--- src/inc/tmr_consts.svh ---
`ifndef TMR_CONSTS_SVH
`define TMR_CONSTS_SVH

// ----------------------------------------
// register indices (byte address is four times the index)
// ----------------------------------------
`define TMR_IDX_CTRL 10'h0b0
`define TMR_IDX_CNT 10'h0b2
`define TMR_IDX_OCR 10'h0b3
`define TMR_IDX_ASYNC_CLOCK_STATUS 10'h0b6
`define TMR_IDX_FLAG 10'h0b7
`define TMR_IDX_DIR 10'h0b8

// ----------------------------------------
// field positions
// ----------------------------------------
`define TMR_CTRL_FORCE 7
`define TMR_CTRL_WGM0 6
`define TMR_CTRL_COM1 5
`define TMR_CTRL_COM0 4
`define TMR_CTRL_WGM1 3
`define TMR_CTRL_CS_HI 2
`define TMR_CTRL_CS_LO 0
`define TMR_ASYNC_CLOCK_STATUS_EXT_CLOCK_INPUT_EN 4
`define TMR_ASYNC_CLOCK_STATUS_AS 3
`define TMR_FLAG_OCF 1
`define TMR_FLAG_TOV 0

// ----------------------------------------
// values and counts
// ----------------------------------------
`define TMR_RESET_BYTE 8'h00
`define TMR_TOP 8'hff
`define TMR_BOTTOM 8'h00
`define TMR_ONE 8'h01
`define TMR_SYNC_EDGES 2'h2
`define TMR_MASK_DIV8 10'h007
`define TMR_MASK_DIV32 10'h01f
`define TMR_MASK_DIV64 10'h03f
`define TMR_MASK_DIV128 10'h07f
`define TMR_MASK_DIV256 10'h0ff
`define TMR_MASK_DIV1024 10'h3ff

`endif

--- src/inc/tmr_pkg.sv ---
`default_nettype none
package tmr_pkg;
   // ----------------------------------------
   // waveform modes {bit3, bit6} of control
   // ----------------------------------------
   typedef enum logic [1:0] {
      TMR_MODE_NORMAL = 2'h0,
      TMR_MODE_PHASE = 2'h1,
      TMR_MODE_CTC = 2'h2,
      TMR_MODE_FAST = 2'h3
   } tmr_mode_t;

   // ----------------------------------------
   // clock select codes
   // ----------------------------------------
   typedef enum logic [2:0] {
      TMR_CS_STOP = 3'h0,
      TMR_CS_DIV1 = 3'h1,
      TMR_CS_DIV8 = 3'h2,
      TMR_CS_DIV32 = 3'h3,
      TMR_CS_DIV64 = 3'h4,
      TMR_CS_DIV128 = 3'h5,
      TMR_CS_DIV256 = 3'h6,
      TMR_CS_DIV1024 = 3'h7
   } tmr_cs_t;
endpackage
`default_nettype wire

--- src/rtl/tmr_core.sv ---
// Notes on behaviour
// force strobe acts only in normal or clear-on-match mode
// software writes the force strobe as zero while a pwm mode runs
// force strobe applies a match to the output using current action field
// forced match sets no flag and never clears the counter
// force strobe reads back as zero
// mode bits 6 and 3 choose sequence, top source and waveform
// per mode: top, compare buffer update point, overflow flag point
// nonzero action overrides port; driver enabled only with direction bit
// non-pwm action: off, toggle, clear, set on match
// fast pwm: 10 clear on match set at bottom, 11 inverse
// fast pwm with compare at top: match ignored, bottom action kept
// phase pwm: 10 clear on up match, set on down match; 11 inverse
// phase pwm with compare at top: match ignored, action done at top
// clock select 1..7: undivided, then /8 /32 /64 /128 /256 /1024
// clock select zero stops the timer
// counter read and write; a write blocks the next timer clock match
// compare value checked against counter each timer clock
// external clock buffer on when enabled and async; crystal only when off
// software sets external clock enable before selecting async clocking
// async select chooses io clock or the oscillator pin
// async writes set a pending flag, cleared once destination is loaded
// match and overflow flags set by hardware, cleared by writing one
// counter and compare reset to zero
//
// The implementer's own choice: the Avalon-MM register port.
`include "tmr_consts.svh"
`default_nettype none
module tmr_core #(
   parameter int PRE_W = 10
) (
   // clock and reset
   input wire logic clk_in,
   input wire logic resetn_in,
   // avalon-mm slave
   input wire logic [9:0] address_in,
   input wire logic read_in,
   input wire logic write_in,
   input wire logic [31:0] writedata_in,
   input wire logic [3:0] byteenable_in,
   output logic [31:0] readdata_out,
   output logic waitrequest_out,
   // oscillator pin
   input wire logic osc_input_pin_in,
   // compare output pin
   output logic compare_output_pin_out,
   output logic compare_output_pin_oe_out,
   output logic compare_output_override_out,
   // oscillator control
   output logic ext_clock_input_en_out,
   output logic crystal_osc_run_out
);
   // ----------------------------------------
   // bus decode
   // ----------------------------------------
   logic wait_r;
   logic [31:0] rdata_r;
   wire do_wr = write_in & ~wait_r & byteenable_in[0];
   wire hit_ctrl = (address_in == `TMR_IDX_CTRL);
   wire hit_cnt = (address_in == `TMR_IDX_CNT);
   wire hit_ocr = (address_in == `TMR_IDX_OCR);
   wire hit_async_clock_status = (address_in == `TMR_IDX_ASYNC_CLOCK_STATUS);
   wire hit_flag = (address_in == `TMR_IDX_FLAG);
   wire hit_dir = (address_in == `TMR_IDX_DIR);
   wire [7:0] wbyte = writedata_in[7:0];

   // ----------------------------------------
   // registers and state
   // ----------------------------------------
   logic [7:0] ctrl_r;
   logic [7:0] cnt_r;
   logic [7:0] ocr_act_r;
   logic ext_clock_input_en_r;
   logic as_r;
   logic dir_r;
   logic ocf_r;
   logic tov_r;
   logic up_r;
   logic blk_r;
   logic force_r;
   logic oc_r;
   logic osc_s1_r;
   logic osc_s2_r;
   logic osc_s3_r;
   // entry 0 control, 1 compare, 2 counter
   logic [7:0] tmp_r [3];
   logic [2:0] pend_r;
   logic [2:0] xfer_r;
   logic [1:0] ecnt_r [3];
   logic [2:0] wr_hit;
   logic tick;

   assign wr_hit = {do_wr & hit_cnt, do_wr & hit_ocr, do_wr & hit_ctrl};

   // ----------------------------------------
   // clock source
   // ----------------------------------------
   wire osc_rise = osc_s2_r & ~osc_s3_r;
   wire src_tick = as_r ? osc_rise : 1'b1;

   always_ff @(posedge clk_in or negedge resetn_in)
   begin
      if (!resetn_in)
      begin
         osc_s1_r <= 1'b0;
         osc_s2_r <= 1'b0;
         osc_s3_r <= 1'b0;
      end
      else
      begin
         osc_s1_r <= osc_input_pin_in;
         osc_s2_r <= osc_s1_r;
         osc_s3_r <= osc_s2_r;
      end
   end

   tmr_prescale #(
      .PRE_W(PRE_W)
   ) u_pre (
      .clk_in(clk_in),
      .resetn_in(resetn_in),
      .src_tick_in(src_tick),
      .sel_in(tmr_pkg::tmr_cs_t'(ctrl_r[`TMR_CTRL_CS_HI:`TMR_CTRL_CS_LO])),
      .tick_out(tick)
   );

   // ----------------------------------------
   // write staging, one temporary per control, compare and counter register
   // ----------------------------------------
   // in async mode a control or counter value lands after two oscillator edges; in sync mode one cycle later; compare loads at its buffer update point
   genvar gi;
   generate
      for (gi = 0; gi < 3; gi++)
      begin : g_stage
         wire last_edge = pend_r[gi] & osc_rise & (ecnt_r[gi] == `TMR_SYNC_EDGES - 2'h1);
         always_ff @(posedge clk_in or negedge resetn_in)
         begin
            if (!resetn_in)
            begin
               tmp_r[gi] <= `TMR_RESET_BYTE;
               pend_r[gi] <= 1'b0;
               ecnt_r[gi] <= 2'h0;
               xfer_r[gi] <= 1'b0;
            end
            else
            begin
               if (wr_hit[gi])
                  tmp_r[gi] <= wbyte;
               xfer_r[gi] <= as_r ? last_edge : wr_hit[gi];
               if (wr_hit[gi] & as_r)
               begin
                  pend_r[gi] <= 1'b1;
                  ecnt_r[gi] <= 2'h0;
               end
               // pending drops with a control or counter load itself, so software never sees those clear early
               else if (xfer_r[gi] | ~as_r)
                  pend_r[gi] <= 1'b0;
               else if (pend_r[gi] & osc_rise)
                  ecnt_r[gi] <= ecnt_r[gi] + 2'h1;
            end
         end
      end
   endgenerate

   // ----------------------------------------
   // counting unit
   // ----------------------------------------
   tmr_pkg::tmr_mode_t mode;
   assign mode = tmr_pkg::tmr_mode_t'({ctrl_r[`TMR_CTRL_WGM1], ctrl_r[`TMR_CTRL_WGM0]});
   wire [1:0] com = ctrl_r[`TMR_CTRL_COM1:`TMR_CTRL_COM0];
   wire pwm = (mode == tmr_pkg::TMR_MODE_PHASE) | (mode == tmr_pkg::TMR_MODE_FAST);
   wire is_top = (cnt_r == `TMR_TOP);
   wire is_bot = (cnt_r == `TMR_BOTTOM);
   wire match_ev = tick & (cnt_r == ocr_act_r) & ~blk_r;
   wire special = com[1] & (ocr_act_r == `TMR_TOP);
   wire force_ev = force_r & ~pwm;
   wire [7:0] cnt_inc = cnt_r + `TMR_ONE;
   wire [7:0] cnt_dec = cnt_r - `TMR_ONE;
   wire tov_ev = tick & ((mode == tmr_pkg::TMR_MODE_PHASE) ? (is_bot & ~up_r) : is_top);
   wire upd_ocr = ~pwm | (tick & is_top & (up_r | (mode == tmr_pkg::TMR_MODE_FAST)));

   logic [7:0] cnt_nxt;
   logic up_nxt;
   always_comb
   begin
      cnt_nxt = cnt_r;
      up_nxt = up_r;
      if (xfer_r[2])
         cnt_nxt = tmp_r[2];
      else if (tick)
      begin
         unique case (mode)
            tmr_pkg::TMR_MODE_CTC:
               cnt_nxt = match_ev ? `TMR_BOTTOM : cnt_inc;
            tmr_pkg::TMR_MODE_PHASE:
            begin
               if (up_r & is_top)
               begin
                  cnt_nxt = cnt_dec;
                  up_nxt = 1'b0;
               end
               else if (~up_r & is_bot)
               begin
                  cnt_nxt = cnt_inc;
                  up_nxt = 1'b1;
               end
               else
                  cnt_nxt = up_r ? cnt_inc : cnt_dec;
            end
            default:
               cnt_nxt = cnt_inc;
         endcase
      end
      if (mode != tmr_pkg::TMR_MODE_PHASE)
         up_nxt = 1'b1;
   end

   // ----------------------------------------
   // waveform unit
   // ----------------------------------------
   logic oc_nxt;
   always_comb
   begin
      oc_nxt = oc_r;
      unique case (mode)
         tmr_pkg::TMR_MODE_FAST:
         begin
            if (com[1] & match_ev & ~special)
               oc_nxt = com[0];
            if (com[1] & tick & is_top)
               oc_nxt = ~com[0];
         end
         tmr_pkg::TMR_MODE_PHASE:
         begin
            if (com[1] & match_ev & ~special)
               oc_nxt = up_r ? com[0] : ~com[0];
            if (special & tick & is_top & up_r)
               oc_nxt = ~com[0];
         end
         default:
         begin
            if (match_ev | force_ev)
            begin
               unique case (com)
                  2'h1: oc_nxt = ~oc_r;
                  2'h2: oc_nxt = 1'b0;
                  2'h3: oc_nxt = 1'b1;
                  default: oc_nxt = oc_r;
               endcase
            end
         end
      endcase
   end

   always_ff @(posedge clk_in or negedge resetn_in)
   begin
      if (!resetn_in)
      begin
         ctrl_r <= `TMR_RESET_BYTE;
         cnt_r <= `TMR_RESET_BYTE;
         ocr_act_r <= `TMR_RESET_BYTE;
         up_r <= 1'b1;
         blk_r <= 1'b0;
         force_r <= 1'b0;
         oc_r <= 1'b0;
      end
      else
      begin
         if (xfer_r[0])
            ctrl_r <= {1'b0, tmp_r[0][6:0]};
         force_r <= xfer_r[0] & tmp_r[0][`TMR_CTRL_FORCE];
         cnt_r <= cnt_nxt;
         up_r <= up_nxt;
         if (upd_ocr)
            ocr_act_r <= tmp_r[1];
         if (xfer_r[2])
            blk_r <= 1'b1;
         else if (tick)
            blk_r <= 1'b0;
         oc_r <= oc_nxt;
      end
   end

   // ----------------------------------------
   // software registers and flags
   // ----------------------------------------
   wire clr_ocf = do_wr & hit_flag & wbyte[`TMR_FLAG_OCF];
   wire clr_tov = do_wr & hit_flag & wbyte[`TMR_FLAG_TOV];

   always_ff @(posedge clk_in or negedge resetn_in)
   begin
      if (!resetn_in)
      begin
         ext_clock_input_en_r <= 1'b0;
         as_r <= 1'b0;
         dir_r <= 1'b0;
         ocf_r <= 1'b0;
         tov_r <= 1'b0;
         compare_output_pin_oe_out <= 1'b0;
         compare_output_override_out <= 1'b0;
         ext_clock_input_en_out <= 1'b0;
         crystal_osc_run_out <= 1'b0;
      end
      else
      begin
         if (do_wr & hit_async_clock_status)
         begin
            ext_clock_input_en_r <= wbyte[`TMR_ASYNC_CLOCK_STATUS_EXT_CLOCK_INPUT_EN];
            as_r <= wbyte[`TMR_ASYNC_CLOCK_STATUS_AS];
         end
         if (do_wr & hit_dir)
            dir_r <= wbyte[0];
         // a hardware set in the same cycle as a clear wins
         ocf_r <= match_ev | (ocf_r & ~clr_ocf);
         tov_r <= tov_ev | (tov_r & ~clr_tov);
         compare_output_override_out <= (com != 2'h0);
         compare_output_pin_oe_out <= (com != 2'h0) & dir_r;
         ext_clock_input_en_out <= ext_clock_input_en_r & as_r;
         crystal_osc_run_out <= as_r & ~ext_clock_input_en_r;
      end
   end

   // ----------------------------------------
   // bus answer
   // ----------------------------------------
   // one wait cycle per access keeps read data registered
   wire [7:0] rbyte = hit_ctrl ? {1'b0, tmp_r[0][6:0]} :
                      hit_cnt ? cnt_r :
                      hit_ocr ? tmp_r[1] :
                      hit_async_clock_status ? {3'h0, ext_clock_input_en_r, as_r, pend_r} :
                      hit_flag ? {6'h0, ocf_r, tov_r} :
                      hit_dir ? {7'h0, dir_r} : 8'h00;

   always_ff @(posedge clk_in or negedge resetn_in)
   begin
      if (!resetn_in)
      begin
         wait_r <= 1'b1;
         rdata_r <= 32'h0000_0000;
      end
      else
      begin
         wait_r <= ~((read_in | write_in) & wait_r);
         if (read_in & wait_r)
            rdata_r <= {24'h00_0000, rbyte};
      end
   end

   assign waitrequest_out = wait_r;
   assign readdata_out = rdata_r;
   assign compare_output_pin_out = oc_r;
endmodule
`default_nettype wire

--- src/rtl/tmr_prescale.sv ---
`include "tmr_consts.svh"
`default_nettype none
module tmr_prescale #(
   parameter int PRE_W = 10
) (
   // clock and reset
   input wire logic clk_in,
   input wire logic resetn_in,
   // source and selection
   input wire logic src_tick_in,
   input wire tmr_pkg::tmr_cs_t sel_in,
   // timer tick
   output logic tick_out
);
   logic [PRE_W-1:0] pre_r;
   logic [PRE_W-1:0] mask;
   logic hit;

   // the divider runs free so that a new selection takes effect at once
   assign mask = (sel_in == tmr_pkg::TMR_CS_DIV8) ? `TMR_MASK_DIV8 :
                 (sel_in == tmr_pkg::TMR_CS_DIV32) ? `TMR_MASK_DIV32 :
                 (sel_in == tmr_pkg::TMR_CS_DIV64) ? `TMR_MASK_DIV64 :
                 (sel_in == tmr_pkg::TMR_CS_DIV128) ? `TMR_MASK_DIV128 :
                 (sel_in == tmr_pkg::TMR_CS_DIV256) ? `TMR_MASK_DIV256 :
                 `TMR_MASK_DIV1024;
   assign hit = (sel_in == tmr_pkg::TMR_CS_DIV1) ? 1'b1 :
                (sel_in == tmr_pkg::TMR_CS_STOP) ? 1'b0 :
                ((pre_r & mask) == mask);

   always_ff @(posedge clk_in or negedge resetn_in)
   begin
      if (!resetn_in)
      begin
         pre_r <= '0;
         tick_out <= 1'b0;
      end
      else
      begin
         if (src_tick_in)
            pre_r <= pre_r + 1'b1;
         tick_out <= src_tick_in & hit;
      end
   end
endmodule
`default_nettype wire
--- config.mk ---
export PLATFORM = sky130hd
export DESIGN_NAME = tmr_core
export DESIGN_NICKNAME = d
export VERILOG_FILES = /design/src/inc/tmr_pkg.sv /design/src/rtl/tmr_core.sv /design/src/rtl/tmr_prescale.sv
export VERILOG_INCLUDE_DIRS = /design/src /design/src/inc
export SDC_FILE = /design/constraint.sdc
export NUM_CORES = 1
export LEC_CHECK = 0
export BUFFER_PORTS_ARGS = -buffer_cell sky130_fd_sc_hd__buf_2
export CORE_MARGIN = 2
export CORE_UTILIZATION = 51
export DETAILED_ROUTE_END_ITERATION = 10
export PLACE_DENSITY = 0.84
export SETUP_SLACK_MARGIN = 0.05
export SKIP_CTS_REPAIR_TIMING = 1
export SLEW_MARGIN = 20
export SYNTH_ARGS = -nofsm -noshare
export SYNTH_HDL_FRONTEND = slang
export SYNTH_SLANG_ARGS = --single-unit
--- constraint.sdc ---
create_clock -name clk_in -period 1.7 [get_ports clk_in]
set_input_delay 0.17 -clock clk_in [delete_from_list [all_inputs] [get_ports clk_in]]
set_output_delay 0.17 -clock clk_in [all_outputs]
set_load 0.005 [all_outputs]
Word-level counts from Yosys, hierarchy flattened

Cells that the tools add are included.
W data, S select, Z words.

Register bits: 95
Input port bits: 51
Output and inout port bits: 38
Word-level logic and storage cells: 218

Add/subtract/negate cells: 6
Equal/unequal tests: 32
Mux-type cells: 56
Bitwise logic cells: 69
Reduce and logical (&&, ||, !) cells: 20

Operators by type and width:

| kind                    | number |
|---|---|
| $mux W8                 | 9 |
| $eq A10 B8 Y1 const B   | 6 |
| $mux W10                | 5 |
| $and A1 B1 Y1           | 45 |
| $mux W1                 | 28 |
| $mux W2                 | 10 |
| $reduce_bool A2 Y1      | 10 |
| $eq A8 B8 Y1 const B    | 2 |
| $pmux W8 S2             | 1 |
| $not A1 Y1              | 13 |
| $add A10 B1 Y10 const B | 1 |
| $and A10 B10 Y10        | 1 |
| $eq A10 B10 Y1          | 1 |
| $eq A2 B1 Y1 const B    | 5 |
| $or A1 B1 Y1            | 10 |
| $eq A3 B3 Y1 const B    | 3 |
| $add A8 B1 Y8 const B   | 1 |
| $eq A2 B2 Y1 const B    | 4 |
| $eq A8 B8 Y1            | 1 |
| $logic_not A8 Y1        | 1 |
| $reduce_and A4 Y1       | 2 |
| $sub A8 B1 Y8 const B   | 1 |
| $add A2 B1 Y2 const B   | 3 |
| $eq A3 B2 Y1 const B    | 2 |
| 11 further kinds        | 18 |

Depth between registers and ports, before layout

Depth after elaboration: 11
Mapped depth: 9
Gate-level depth less buffers: 8

By module

Synthesis repeated with hierarchy kept, for this count alone.

Cell total of the unflattened synthesis: 484
Area, all modules: 5048.6 um^2

Modules (own cells, without submodules):

| module       | instances | cells each | area each (um^2) | sequential area each (um^2) |
|---|---|---|---|---|
| tmr_core     | 1         | 439        | 4541.9           | 2104.5 |
| tmr_prescale | 1         | 45         | 506.7            | 275.3 |

Worst setup path before layout

No wires, ideal clock.

Path kind: register -> register
Start: reg cnt_r[4]
End: reg cnt_r[1]
Library setup time: 0.123 ns
Arrival: 1.722 ns
Data required time: 1.577 ns
Path slack: -0.145 ns
Stages on the path, launching flop included: 8
Path buffers: 1
Period minus slack after synthesis: 1.845 ns
Cell sequence: dfrtp_1 -> buf_6 -> xor2_1 -> nor4_2 -> nand3_2 -> a221o_2 -> a21oi_2 -> o21ai_2

Cells in the longest elaborated chain, start to end: 7
Elaborated cells on any way between the ends: 13
Those cells by class: eq/ne: 2; mux: 6; bitwise: 4; reduce/logical: 1

Ends and longest elaborated chain:

| item                                                    | RTL line                         | text |
|---|---|---|
| start: declaration                                      | tmr_core.sv:71                   | `logic [7:0] cnt_r;` |
| start signal: assignment                                | tmr_core.sv:260                  | `` cnt_r <= `TMR_RESET_BYTE; `` |
| start signal: assignment                                | tmr_core.sv:272                  | `cnt_r <= cnt_nxt;` |
| $eq A8 B8 Y1 / $logic_not A8 Y1 (equally long branches) | -                                |  |
| $and A1 B1 Y1 (on tied branches)                        | tmr_core.sv:174, tmr_core.sv:202 |  |
| $and A1 B1 Y1 / $mux W8 (equally long branches)         | tmr_core.sv:174, tmr_core.sv:202 |  |
| $mux W8 (on tied branches)                              | tmr_core.sv:194, tmr_core.sv:197 |  |
| $pmux W8 S2 (*)                                         | tmr_core.sv:192                  | `unique case (mode)` |
| $mux W8 (*)                                             | tmr_core.sv:190                  | `else if (tick)` |
| $mux W8 (*)                                             | tmr_core.sv:188                  | `if (xfer_r[2])` |

Mark *: on every way between the ends. The rest lies on a longest branch, timed or not. The select of a mux whose other input is x is not followed.
A chain may end at the register's enable or synchronous reset.

Worst setup path in the final report

Start: reg cnt_r[3]
End: reg cnt_r[7]

Cells in the longest elaborated chain, start to end: 7
Elaborated cells on any way between the ends: 16
Those cells by class: add/sub: 2; eq/ne: 2; mux: 7; bitwise: 4; reduce/logical: 1

Ends and longest elaborated chain:

| item                                                  | RTL line                         | text |
|---|---|---|
| $sub A8 B1 Y8 (no line), or another cell as far along | -                                |  |
| $mux W8, or another cell as far along                 | tmr_core.sv:208                  | `cnt_nxt = up_r ? cnt_inc : cnt_dec;` |
| $mux W8 / $and A1 B1 Y1 (equally long branches)       | tmr_core.sv:202, tmr_core.sv:174 |  |
| $mux W8 (on tied branches)                            | tmr_core.sv:197, tmr_core.sv:194 |  |
| $pmux W8 S2 (*)                                       | tmr_core.sv:192                  |  |
| $mux W8 (*)                                           | tmr_core.sv:190                  |  |
| $mux W8 (*)                                           | tmr_core.sv:188                  |  |

Marks and branches as above.

==> flow_metrics.py <==
metrics = {
    "cells_and_area": {
        "design.final.nets": 622,
        "final_cells": 700,
        "drive_gt1_share_pct": 33.86,
        "antenna_cells": 0,
        "syn_to_final_growth_pct": 18.86,
    },
    "logic_synthesis": {
        "syn_area_um2": 4984,
        "synth_flop_cell": "dfrtp_1",
        "netlist_top_cells_area": "dfrtp_1 47%, mux2_2 8.4%, buf_4 4.1%",
        "synth_seq_area_share_pct": 47.75,
        "synth_warnings": 0,
        "synth_top_area_share_pct": 46.70,
        "synth_cell_types": 64,
        "synth_edf_count": 0,
        "yosysTopAreaCell": "dfrtp_1",
        "ys_seq_elements": 95,
        "synthCells": 472,
        "async_flop_share_pct": 100.0,
        "avgSynthCellArea_um2": 10.56,
    },
    "floorplan": {
        "die_width_um": 102.9,
        "die_area_um2": 10580,
        "row_count": 36,
        "core_um2": 9639,
        "start_util_pct": 51.70,
        "die_h_um": 102.9,
        "pin_count": 89,
    },
    "hold_path": {
        "min_path_type": "input port to flip-flop",
    },
    "worst_setup_path": {
        "crit_type": "flip-flop to flip-flop",
        "crit_family": "simple AND/OR/NAND/NOR gates",
        "crit_arrival_ns": 2.32,
        "path_cells": "or4_4 > nor4_4 > a2111o_2 > o21ai_1 > a21oi_1 > nor2_1",
        "slowest_stage": "or4_4",
        "crit_required_ns": 1.95,
        "max_stage_delay_ns": 0.58,
        "path_buf_inv": 0,
        "end_kind": "flip-flop",
        "start_kind": "flip-flop",
        "worstPathMaxFanout": 7,
    },
    "sta": {
        "final.min_clock_period_ns": 2.065,
        "hold_violations": 0,
        "relSlewSlack_pct": 64.09,
        "maxSlewViolCount": 0,
        "fin_skew_ns": 0.01339,
        "fin_ws_ns": -0.3652,
        "fmax_mhz": 484.2,
        "tightest_slew_ns": 0.5386,
        "final.period_utilization_pct": 121.5,
        "rsz0062_at_grt": "true",
        "setup_viol": 18,
    },
    "clock_network": {
        "cts_made_buffers": 9,
        "path_clk_slew_ns": 0.10,
        "clockBufferDepth": 2,
        "cts_max_level": 3,
        "clock_latency_ns": 0.37,
        "clock_sinks": 95,
        "clockRootBuffer": "clkbuf_8",
        "cts_tree": "done",
    },
    "detailed_routing": {
        "drc": 0,
        "vias": 3961,
        "via_per_inst": 5.659,
        "drtPass1Iterations": 7,
        "routed_wl_um": 12270,
        "ant_nets": 0,
        "drt_iter0_drc": 388,
        "wl_per_cell_um": 17.52,
    },
    "global_route": {
        "overflow": 0,
        "grt_antenna_before_repair": 0,
        "gr-usage-all-layers_pct": 23.85,
        "grt_pass1_wl_um": 19000,
        "grt_pass1_vias": 3773,
        "grt_start_max_net_pins": 42,
    },
    "placed_design": {
        "place_hpwl_um": 8751,
        "place.gp.congestion": 0.9457,
        "pre_cts_ws_ns": -0.2471,
        "port_buffers": 37,
        "place_inst": 673,
    },
    "outcome": {
        "failed_checks": "setup timing",
        "status": "complete, but fails checks",
    },
    "pwr": {
        "p_leak_uw": 0.002847,
        "total_power_uw": 4510,
        "powerDensity_nw_per_um2": 761.5,
        "irDropWorstVdd_uv": 713.9,
    },
    "job": {
        "max_cap_violations": 0,
    },
}
==> Yosys cell counts (all sizes together), types with 2 or more instances <==
cell     n
dfstp    2
xor2    12
a21o     2
a211oi   3
nor3    12
a221o    2
and4     3
a21boi   4
and3     8
nand4    6
nand3    9
a221oi   2
a21oi   28
o21a     2
nor2b    6
nand2   30
nor4     6
xnor2   22
nand2b   2
clkbuf  12
ha       9
mux2    41
inv     19
a222oi   5
a31oi    7
nand3b   2
o21ai   24
dfrtp   93
nor2    40
o22ai    3
and2     5
buf     37
==> per-layer routing <==
layer,part of all wire [%],track usage [%]
met4,3.3,11.34
met5,0,0
met2,50,40.27
met3,5.7,3.661
met1,41,30.28
==> metrics by stage <==
step	cell area [um^2]	util [%]	hold slack, ns	TNS [ns]
2_1_floorplan	5082	-	-0.1256	-0.7119
3_3_place_gp	5564	57.72	0.07066	-1.937
3_5_place_dp	5564	57.72	0.07076	-3.311
4_1_cts	5761	59.76	-0.3198	-3.577
5_1_grt	5923	61.45	0.07252	-4.248
6_report	5923	61.45	0.06827	-2.997
==> layout make-up <==
class,instances,area [um^2]
flip-flops and latches,95,2385
inverters,19,71.32
clock buffers,9,123.9
fillers,756,3716
well taps,133,166.4
repair buffers,105,740.7
multi-input cells,332,2364
clock inverters,7,72.57
==> cell families (layout without fill, tap and decap cells) <==
logic type / Yosys count / after routing / share of synthesized area, %
compound gates: 89 / 89 / 11.50
mux: 42 / 42 / 9.767
other cells: 1 / 24 / 0.07525
fa+ha+maj: 9 / 9 / 2.260
xor+xnor: 34 / 34 / 5.975
flops: 95 / 95 / 47.75
simple gates: 134 / 134 / 14.91
buf+inv: 68 / 140 / 7.758
==> cells in the final DEF, fill, tap and decap left out, types with 4 or more instances in the layout <==
cell type       n
xnor2_1        22
nand2_1        28
nor2_1         39
a21oi_1        26
nand4_1         5
o21ai_1         7
dlygate4sd3_1   4
buf_4          61
nand3_1         8
clkbuf_8        9
xor2_1         12
buf_2          36
mux2_4          4
a222oi_1        5
ha_1            8
dfrtp_2         4
inv_1          18
o21ai_0        15
mux2_2         37
nor2b_1         6
and2_1          4
and3_1          7
nor3_1         11
a31oi_1         6
conb_1         24
dfrtp_1        89
==> flip-flops by register name, indices dropped and copies added (netlist names), 3 cells and up <==
name	count
ocr_act_r	8
cnt_r	8
u_pre.pre_r	10
xfer_r	3
ecnt_r	6
tmp_r	24
pend_r	3
readdata_out	8
ctrl_r	7
==> worst paths after layout <==
path | start | endpoint | slack [ns] | depth (start not counted)
hold / removal | writedata_in[0] | tmp_r[8] | 0.07 | 2
min in group asynchronous | resetn_in | ctrl_r[2] | 0.22 | 2
hold reg to reg | osc_s1_r | osc_s2_r | 0.38 | 0
max in group asynchronous | resetn_in | waitrequest_out | 0.88 | 3
setup reg to reg | cnt_r[3] | cnt_r[7] | -0.37 | 6
setup / recovery | cnt_r[3] | cnt_r[7] | -0.37 | 6
==> power by group <==
| group | total [uW] | switching, uW | internal (uW) |
|---|---|---|---|
| combinational | 503 | 274 | 228 |
| sequential | 2490 | 106 | 2380 |
| clock | 1520 | 831 | 686 |
Note: power is estimated with default switching activity, not from simulation.
